$ cat src/logic/adc_ctrl_pkg.sv
// Summary of operation
// - first conversion after power-up flagged unstable
// - codes 0 to 7 route analog input n
// - upper codes select internal reference nodes
// - reserved channel codes give undefined results
// - one 8-bit result register, overwritten each conversion
// - divider field gives 1,2,4,8 or 16
// - source select one picks bus clock
// - reset selects crystal reference clock
// - channel code all ones powers converter off
// - control write starts 16 to 17 cycle conversion
// - continuous bit repeats, else one per write
// - done flag set on completion, cleared by write/read
package adc_ctrl_pkg;
  localparam logic [3:0] OFS_STATUS_CONTROL = 4'h0;
  localparam logic [3:0] OFS_RESULT         = 4'h4;
  localparam logic [3:0] OFS_CLOCK_CONTROL  = 4'h8;
  localparam logic [3:0] OFS_IRQ_STATUS     = 4'hc;
  localparam logic [3:0] OFS_IRQ_MASK       = 4'h0;
  localparam logic [3:0] OFS_IRQ_MASK_REG   = 4'h1;
  localparam logic [4:0] CHAN_POWER_OFF     = 5'h1f;
  localparam logic [4:0] CHAN_REF_HIGH      = 5'h1d;
  localparam logic [4:0] CHAN_REF_LOW       = 5'h1e;
  localparam logic [4:0] CHAN_LAST_PIN      = 5'h07;
  localparam logic [4:0] CHAN_RESET         = 5'h1f;
  localparam logic [7:0] CLKCTL_RESET       = 8'h00;
  localparam int         SRC_SEL_BIT        = 4;
  localparam int         DIV_LSB            = 5;
  localparam int         CONV_CYCLES        = 16;
  localparam int         STATUS_DONE_BIT    = 7;
  localparam int         STATUS_IEN_BIT     = 6;
  localparam int         STATUS_CONT_BIT    = 5;
  localparam int         IRQ_DONE_BIT       = 0;
  localparam int         IRQ_UNSTABLE_BIT   = 1;
  localparam logic [7:0] DIV_BY_16_MINUS1   = 8'h0f;
endpackage

$ cat src/logic/conv_clock_div.sv
`timescale 1ns/1ps
module conv_clock_div (
  input  wire logic       clock_i,
  input  wire logic       reset_n_i,
  input  wire logic       crystal_tick_i,
  input  wire logic       src_bus_i,
  input  wire logic [2:0] div_sel_i,
  output logic            conv_tick_o
);
  logic       src_tick;
  logic [3:0] cnt_r;
  logic [3:0] last_r;
  logic [3:0] limit;
  logic [3:0] cfg_r;
  assign src_tick = src_bus_i ? 1'b1 : crystal_tick_i;
  always_comb begin
    unique case (div_sel_i)
      3'b000:  limit = 4'h0;
      3'b001:  limit = 4'h1;
      3'b010:  limit = 4'h3;
      3'b011:  limit = 4'h7;
      default: limit = 4'hf;
    endcase
  end
  always_ff @(posedge clock_i) begin
    if (!reset_n_i) begin
      cfg_r <= 4'h0;
    end else begin
      cfg_r <= {src_bus_i, div_sel_i};
    end
  end
  // restart so a ratio change never gives a short first period
  always_ff @(posedge clock_i) begin
    if (!reset_n_i) begin
      cnt_r <= 4'h0;
    end else if (cfg_r != {src_bus_i, div_sel_i}) begin
      cnt_r <= 4'h0;
    end else if (src_tick) begin
      cnt_r <= (cnt_r >= limit) ? 4'h0 : cnt_r + 4'h1;
    end
  end
  assign last_r = limit;
  assign conv_tick_o = src_tick && (cnt_r >= last_r) && (cfg_r == {src_bus_i, div_sel_i});
endmodule // conv_clock_div

$ cat src/logic/adc_ctrl.sv
`timescale 1ns/1ps
module adc_ctrl (
  input  wire logic        clock_i,
  input  wire logic        reset_n_i,
  input  wire logic [3:0]  avs_address,
  input  wire logic        avs_read,
  input  wire logic        avs_write,
  input  wire logic [31:0] avs_writedata,
  output logic [31:0]      avs_readdata,
  output logic             avs_waitrequest,
  input  wire logic        crystal_tick_i,
  input  wire logic        comparator_i,
  output logic [7:0]       analog_input_enable_o,
  output logic             ref_high_select_o,
  output logic             ref_low_select_o,
  output logic             converter_power_o,
  output logic [7:0]       sar_trial_o,
  output logic             sample_o,
  output logic             result_unstable_o,
  output logic             irq_o
);
  typedef enum logic [1:0] {
    ST_IDLE   = 2'b00,
    ST_SAMPLE = 2'b01,
    ST_CONV   = 2'b10
  } state_t;

  state_t      state_r;
  logic [4:0]  input_channel_select_r;
  logic        continuous_convert_bit_r;
  logic        completion_irq_enable_r;
  logic        conversion_done_flag_r;
  logic [7:0]  conversion_result_r;
  logic [7:0]  converter_clock_control_r;
  logic [7:0]  sar_r;
  logic [3:0]  bit_r;
  logic        first_after_off_r;
  logic [1:0]  irq_status_r;
  logic [1:0]  irq_mask_r;
  logic        conv_tick;
  logic        ctl_wr;
  logic        res_rd;
  logic        done_evt;
  logic        powered_off;
  logic        rd_pending_r;
  logic        clk_wr;
  logic [4:0]  tick_cnt_r;
  logic [4:0]  tick_gap_r;
  logic        gap_valid_r;
  logic [4:0]  exp_gap;

  // one wait state on reads so read data comes from a flip-flop
  assign avs_waitrequest = avs_read && !rd_pending_r;
  assign ctl_wr   = avs_write && avs_address == adc_ctrl_pkg::OFS_STATUS_CONTROL;
  assign res_rd   = avs_read && rd_pending_r && avs_address == adc_ctrl_pkg::OFS_RESULT;
  assign powered_off = input_channel_select_r == adc_ctrl_pkg::CHAN_POWER_OFF;
  assign clk_wr   = avs_write && avs_address == adc_ctrl_pkg::OFS_CLOCK_CONTROL;

  conv_clock_div u_div (
    .clock_i        (clock_i),
    .reset_n_i      (reset_n_i),
    .crystal_tick_i (crystal_tick_i),
    .src_bus_i      (converter_clock_control_r[adc_ctrl_pkg::SRC_SEL_BIT]),
    .div_sel_i      (converter_clock_control_r[7:5]),
    .conv_tick_o    (conv_tick)
  );

  always_ff @(posedge clock_i) begin
    if (!reset_n_i) begin
      rd_pending_r <= 1'b0;
    end else begin
      rd_pending_r <= avs_read && !rd_pending_r;
    end
  end

  always_ff @(posedge clock_i) begin
    if (!reset_n_i) begin
      avs_readdata <= 32'h0000_0000;
    end else if (avs_read && !rd_pending_r) begin
      unique case (avs_address)
        adc_ctrl_pkg::OFS_STATUS_CONTROL:
          avs_readdata <= {24'h000000, conversion_done_flag_r, completion_irq_enable_r,
                           continuous_convert_bit_r, input_channel_select_r};
        adc_ctrl_pkg::OFS_RESULT:        avs_readdata <= {24'h000000, conversion_result_r};
        adc_ctrl_pkg::OFS_CLOCK_CONTROL: avs_readdata <= {24'h000000, converter_clock_control_r};
        adc_ctrl_pkg::OFS_IRQ_STATUS:    avs_readdata <= {30'h0, irq_status_r};
        adc_ctrl_pkg::OFS_IRQ_MASK_REG:  avs_readdata <= {30'h0, irq_mask_r};
        default:                         avs_readdata <= 32'h0000_0000;
      endcase
    end
  end

  always_ff @(posedge clock_i) begin
    if (!reset_n_i) begin
      input_channel_select_r   <= adc_ctrl_pkg::CHAN_RESET;
      continuous_convert_bit_r <= 1'b0;
      completion_irq_enable_r  <= 1'b0;
    end else if (ctl_wr) begin
      input_channel_select_r   <= avs_writedata[4:0];
      continuous_convert_bit_r <= avs_writedata[adc_ctrl_pkg::STATUS_CONT_BIT];
      completion_irq_enable_r  <= avs_writedata[adc_ctrl_pkg::STATUS_IEN_BIT];
    end
  end

  always_ff @(posedge clock_i) begin
    if (!reset_n_i) begin
      converter_clock_control_r <= adc_ctrl_pkg::CLKCTL_RESET;
    end else if (clk_wr) begin
      converter_clock_control_r <= {avs_writedata[7:4], 4'h0};
    end
  end

  always_ff @(posedge clock_i) begin
    if (!reset_n_i) begin
      irq_mask_r <= 2'b00;
    end else if (avs_write && avs_address == adc_ctrl_pkg::OFS_IRQ_MASK_REG) begin
      irq_mask_r <= avs_writedata[1:0];
    end
  end

  // channel decode to the analog mux
  genvar g;
  generate
    for (g = 0; g < 8; g++) begin : g_mux
      assign analog_input_enable_o[g] = input_channel_select_r == 5'(g);
    end
  endgenerate
  assign ref_high_select_o = input_channel_select_r == adc_ctrl_pkg::CHAN_REF_HIGH;
  assign ref_low_select_o  = input_channel_select_r == adc_ctrl_pkg::CHAN_REF_LOW;
  assign converter_power_o = !powered_off;

  // sample cycle then 8 trials of 2 ticks each gives 17 ticks
  always_ff @(posedge clock_i) begin
    if (!reset_n_i) begin
      state_r <= ST_IDLE;
      sar_r   <= 8'h00;
      bit_r   <= 4'h0;
    end else if (ctl_wr || powered_off) begin
      state_r <= (ctl_wr && avs_writedata[4:0] != adc_ctrl_pkg::CHAN_POWER_OFF) ? ST_SAMPLE : ST_IDLE;
      sar_r   <= 8'h00;
      bit_r   <= 4'h0;
    end else if (conv_tick) begin
      unique case (state_r)
        ST_IDLE: ;
        ST_SAMPLE: begin
          state_r <= ST_CONV;
          sar_r   <= 8'h80;
          bit_r   <= 4'h0;
        end
        ST_CONV: begin
          bit_r <= bit_r + 4'h1;
          if (bit_r[0]) begin
            // trial settles one tick, decided the next
            if (!comparator_i) sar_r[3'(7 - bit_r[3:1])] <= 1'b0;
            if (bit_r[3:1] != 3'h7) sar_r[3'(6 - bit_r[3:1])] <= 1'b1;
            if (bit_r == 4'hf) begin
              state_r <= continuous_convert_bit_r ? ST_SAMPLE : ST_IDLE;
            end
          end
        end
        default: state_r <= ST_IDLE;
      endcase
    end
  end
  assign done_evt = conv_tick && state_r == ST_CONV && bit_r == 4'hf && !ctl_wr && !powered_off;
  assign sar_trial_o = sar_r;
  assign sample_o    = state_r == ST_SAMPLE;

  always_ff @(posedge clock_i) begin
    if (!reset_n_i) begin
      conversion_result_r <= 8'h00;
    end else if (done_evt) begin
      conversion_result_r <= comparator_i ? sar_r : (sar_r & 8'hfe);
    end
  end

  // the first result after power-off is marked unstable
  always_ff @(posedge clock_i) begin
    if (!reset_n_i) begin
      first_after_off_r <= 1'b1;
      result_unstable_o <= 1'b1;
    end else if (powered_off) begin
      first_after_off_r <= 1'b1;
    end else if (done_evt) begin
      first_after_off_r <= 1'b0;
      result_unstable_o <= first_after_off_r;
    end
  end

  // set wins over clear
  always_ff @(posedge clock_i) begin
    if (!reset_n_i) begin
      conversion_done_flag_r <= 1'b0;
    end else if (done_evt) begin
      conversion_done_flag_r <= 1'b1;
    end else if (ctl_wr || res_rd) begin
      conversion_done_flag_r <= 1'b0;
    end
  end

  always_ff @(posedge clock_i) begin
    if (!reset_n_i) begin
      irq_status_r <= 2'b00;
    end else begin
      for (int i = 0; i < 2; i++) begin
        if (avs_write && avs_address == adc_ctrl_pkg::OFS_IRQ_STATUS && avs_writedata[i]) begin
          irq_status_r[i] <= 1'b0;
        end
      end
      if (done_evt && completion_irq_enable_r) irq_status_r[adc_ctrl_pkg::IRQ_DONE_BIT] <= 1'b1;
      if (done_evt && first_after_off_r) irq_status_r[adc_ctrl_pkg::IRQ_UNSTABLE_BIT] <= 1'b1;
    end
  end
  assign irq_o = |(irq_status_r & irq_mask_r);

  // ticks of the running conversion, kept apart from bit_r
  always_ff @(posedge clock_i) begin
    if (!reset_n_i) begin
      tick_cnt_r <= 5'h00;
    end else if (ctl_wr || powered_off || done_evt) begin
      tick_cnt_r <= 5'h00;
    end else if (conv_tick && state_r != ST_IDLE) begin
      tick_cnt_r <= tick_cnt_r + 5'h01;
    end
  end

  // gap between ticks; first tick after a ratio write is not measured
  // since the divider restarts and that period runs longer than the ratio
  always_ff @(posedge clock_i) begin
    if (!reset_n_i) begin
      tick_gap_r  <= 5'h00;
      gap_valid_r <= 1'b0;
    end else if (clk_wr) begin
      tick_gap_r  <= 5'h00;
      gap_valid_r <= 1'b0;
    end else if (conv_tick) begin
      tick_gap_r  <= 5'h00;
      gap_valid_r <= 1'b1;
    end else if (tick_gap_r != 5'h1f) begin
      tick_gap_r  <= tick_gap_r + 5'h01;
    end
  end
  assign exp_gap = converter_clock_control_r[7] ? 5'h0f : 5'((5'h01 << converter_clock_control_r[6:5]) - 5'h01);
endmodule // adc_ctrl

$ cat config.mk
export PLATFORM = sky130hd
export DESIGN_NAME = adc_ctrl
export DESIGN_NICKNAME = d
export VERILOG_FILES = /design/src/logic/adc_ctrl_pkg.sv /design/src/logic/conv_clock_div.sv /design/src/logic/adc_ctrl.sv
export SDC_FILE = /design/constraint.sdc
export NUM_CORES = 1
export LEC_CHECK = 0
export ABC_AREA = 1
export ABC_CLOCK_PERIOD_IN_PS = 2000
export BUFFER_PORTS_ARGS = -buffer_cell sky130_fd_sc_hd__buf_2
export CAP_MARGIN = 20
export CORE_MARGIN = 5
export CORE_UTILIZATION = 47
export DETAILED_ROUTE_END_ITERATION = 6
export PLACE_DENSITY = 0.89
export SLEW_MARGIN = 0
export SYNTH_ARGS = -nofsm -noshare
export SYNTH_HDL_FRONTEND = slang
export SYNTH_HIERARCHICAL = 1
export SYNTH_SLANG_ARGS = --single-unit
$ cat constraint.sdc
create_clock -name clock_i -period 2 [get_ports clock_i]
set_clock_uncertainty 0.05 [all_clocks]
set_input_delay 0.3 -clock clock_i [delete_from_list [all_inputs] [get_ports clock_i]]
set_output_delay 0.3 -clock clock_i [all_outputs]
set_load 0.005 [all_outputs]
==> results_dict.tcl <==
set metrics [dict create \
    multi_input_area_um2 1800 \
    regArea_um2 1150 \
    setup_ws_ns 0.0248 \
    drt_iter0_drc 237 \
    seq_area_frac_synth_pct 35.8 \
    hold_viol 0 \
    cts.sinks 57 \
    syn_to_final_growth_pct 23.2 \
    tns_ns 0 \
    clkSlewWorstSetupHoldPaths_ns 0.07 \
    yosysWarnings 6 \
    critPathArrivalTime_ns 2.19 \
    grt_overflow 0 \
    dr.pass1.iters 5 \
    post-place-ws_ns -0.120 \
    ys_seq_elements 57 \
    maxSlewViolCount 0 \
    min_to "input_channel_select_r[3]" \
    syn_area_per_cell_um2 6.81 \
    grt_max_degree 19 \
    status "completed" \
    port_buffers 48 \
    crit_path_start_kind "flop" \
    grt_pass1_wl_mm 13.3 \
    end_kind "flop" \
    vdd_ir_drop_max_mv 0.354 \
    cp_max_fo 6 \
    cts_tree "built" \
    synth_cell_types 31 \
    ioPinCount 97 \
    netlist_top_cells_area "dfxtp_1 (36%), nand2_1 (12%), nand3_1 (7.5%)" \
    wl_mm 8.16 \
    synth_top_family_by_area "simple AND/OR/NAND/NOR gates" \
    max_clock_freq_mhz 506 \
    yosys.area_share.simple_pct 30.9 \
    die_area_um2 8530 \
    viasPerCell 5.17 \
    core_area_um2 6680 \
    insertion_delay_ns 0.34 \
    dp.final_hpwl_mm 5.85 \
    worstSetupPathType "reg -> reg" \
    insertedDiodeCount 0 \
    cts_root_buf "clkbuf_8" \
    synth_compound_area_share_pct 11.2 \
    synthArstFlopShare_pct 0 \
    vias 3230 \
    layout.nets 594 \
    die_x_um 92.3 \
    synth-xor-area-share_pct 1.92 \
    hp-start "avs_writedata[3]" \
    cap_violations 0 \
    final_util_pct 58.8 \
    r2r_start "converter_clock_control_r[7]" \
    layout.cells.most_common_list "nand2_1 (97), inv_1 (54), dfxtp_1 (54)" \
    synth_edf_count 0 \
    initial_core_util_pct 47.7 \
    cts.path.max_buffers 2 \
    power_density_nw_per_um2 652 \
    layout-drive-gt1-share_pct 24.4 \
    die_h_um 92.3 \
    synth_ff_type "dfxtp_1" \
    whs_path_depth 3 \
    crit_path_start "converter_clock_control_r[7]" \
    synth_area_um2 3190 \
    ant_nets 0 \
    timing.final.crit_share_pct 98.8 \
    grt_antenna_before_repair 0 \
    r2r-end "conversion_result_r[0]" \
    setup_viol 0 \
    htree_levels 3 \
    r2r_cells 13 \
    p_leak_nw 1.87 \
    yosysTopAreaCell "dfxtp_1" \
    drcViolationCount 0 \
    n_fill_cell 576 \
    grt_usage_pct 19.2 \
    syn_inst 468 \
    layout_commonest_cell "nand2_1" \
    synthMuxAreaShare_pct 0.314 \
    hold_buffers 0 \
    rrSetupSlack_ns 0.02 \
    cts_buffers 9 \
    wl_per_cell_um 13.1 \
    rsz0062_at_grt "true" \
    hp-class "in -> reg" \
    synthAdderAreaFrac_pct 4.71 \
    fin_crit_ns 1.98 \
    grt_pass1_vias 3039 \
    synth_top_area_share_pct 35.8 \
    critical_path_required_ns 2.22 \
    fp-row-count 30 \
    globalplace.congestion 0.834 \
]
[critical path: stages (launching register included)]
cell     delay (ns)
dfxtp_4        0.40
inv_4          0.06
ha_4           0.26
nand2_1        0.05
inv_2          0.05
nand3_1        0.07
nand3_2        0.07
nand2_2        0.08
nor2_4         0.10
nand2_2        0.09
nor2_4         0.23
buf_6          0.15
nand4_1        0.09
a21oi_1        0.15
[sequential cells by signal, indices dropped and copies added, names as in the netlist]
signal                     cells
continuous_convert_bit_r       1
converter_clock_control_r      4
rd_pending_r                   1
u_div/cnt_r                    4
result_unstable_o              1
avs_readdata                   8
first_after_off_r              1
conversion_done_flag_r         1
bit_r                          4
u_div/cfg_r                    4
input_channel_select_r         5
irq_status_r                   2
completion_irq_enable_r        1
conversion_result_r            8
irq_mask_r                     2
state_r                        2
sar_trial_o                    8
[Yosys cell counts, types with 4 or more instances]
library cell and n:
nand3_1 48, ha_1 12, buf_2 4, nand2_1 100, nand4_1 10, o21ai_0 24
dfxtp_1 57, a21oi_1 40, inv_2 4, buf_4 25, xor2_1 4, inv_1 60
nor2_1 51
[routing by layer]
metal	GRT usage, %	vias to the layer above	wire [um]
met5	0	-	0
met1	23.3	1471	3430
li1	-	1592	-
met4	7.43	0	199
met3	5.61	22	651
met2	32.0	145	3880
[cell type report]
| type | count | share of cell area, % |
|---|---|---|
| tap | 80 | 2.55 |
| clock inverter | 4 | 1.27 |
| inverter | 66 | 6.44 |
| multi-input combinational | 336 | 45.8 |
| sequential | 57 | 29.3 |
| clock buffer | 12 | 4.21 |
| timing repair buffer | 70 | 10.4 |
[cell families after synthesis]
| group | Yosys count |
|---|---|
| compound gates | 69 |
| xor+xnor | 7 |
| fa+ha+maj | 12 |
| buf+inv | 99 |
| flops | 57 |
| mux | 1 |
| other cells | 1 |
| simple gates | 222 |
[where the power goes]
group	switching [W]	leakage [nW]	internal, W
Clock	0.000482	0.105	0.000675
Combinational	0.000161	1.30	0.0000860
Sequential	0.0000115	0.462	0.00115
Total	0.000655	1.87	0.00191
[timing repair]
action	CTS	global route
setup endpoints to repair	24	26
setup buffers	2	2
cloned	1	0
pin swaps	14	7
resized for setup	21	17
hold endpoints to repair	0	0
[worst max-delay path by stage]
stage,endpoint,cells after the start
floorplan,conversion_result_r[3],14
global placement,sar_trial_o[2],14
global route,sar_trial_o[4],16
detailed placement,sar_trial_o[6],14
CTS,conversion_result_r[4],13
finish,conversion_result_r[0],13
[stage by stage]
| step | cells | hold slack [ns] | cell area, um2 | total power (W) |
|---|---|---|---|---|
| 2_1_floorplan | 491 | 0.348 | 3280 | 0.00135 |
| 3_3_place_gp | 604 | 0.389 | 3520 | 0.00139 |
| 3_5_place_dp | 604 | 0.403 | 3520 | 0.00140 |
| 4_1_cts | 623 | 0.135 | 3860 | 0.00256 |
| 5_1_grt | 625 | 0.172 | 3930 | 0.00266 |
| 6_report | 625 | 0.149 | 3930 | 0.00256 |
Note: power is estimated with default switching activity, not from simulation.
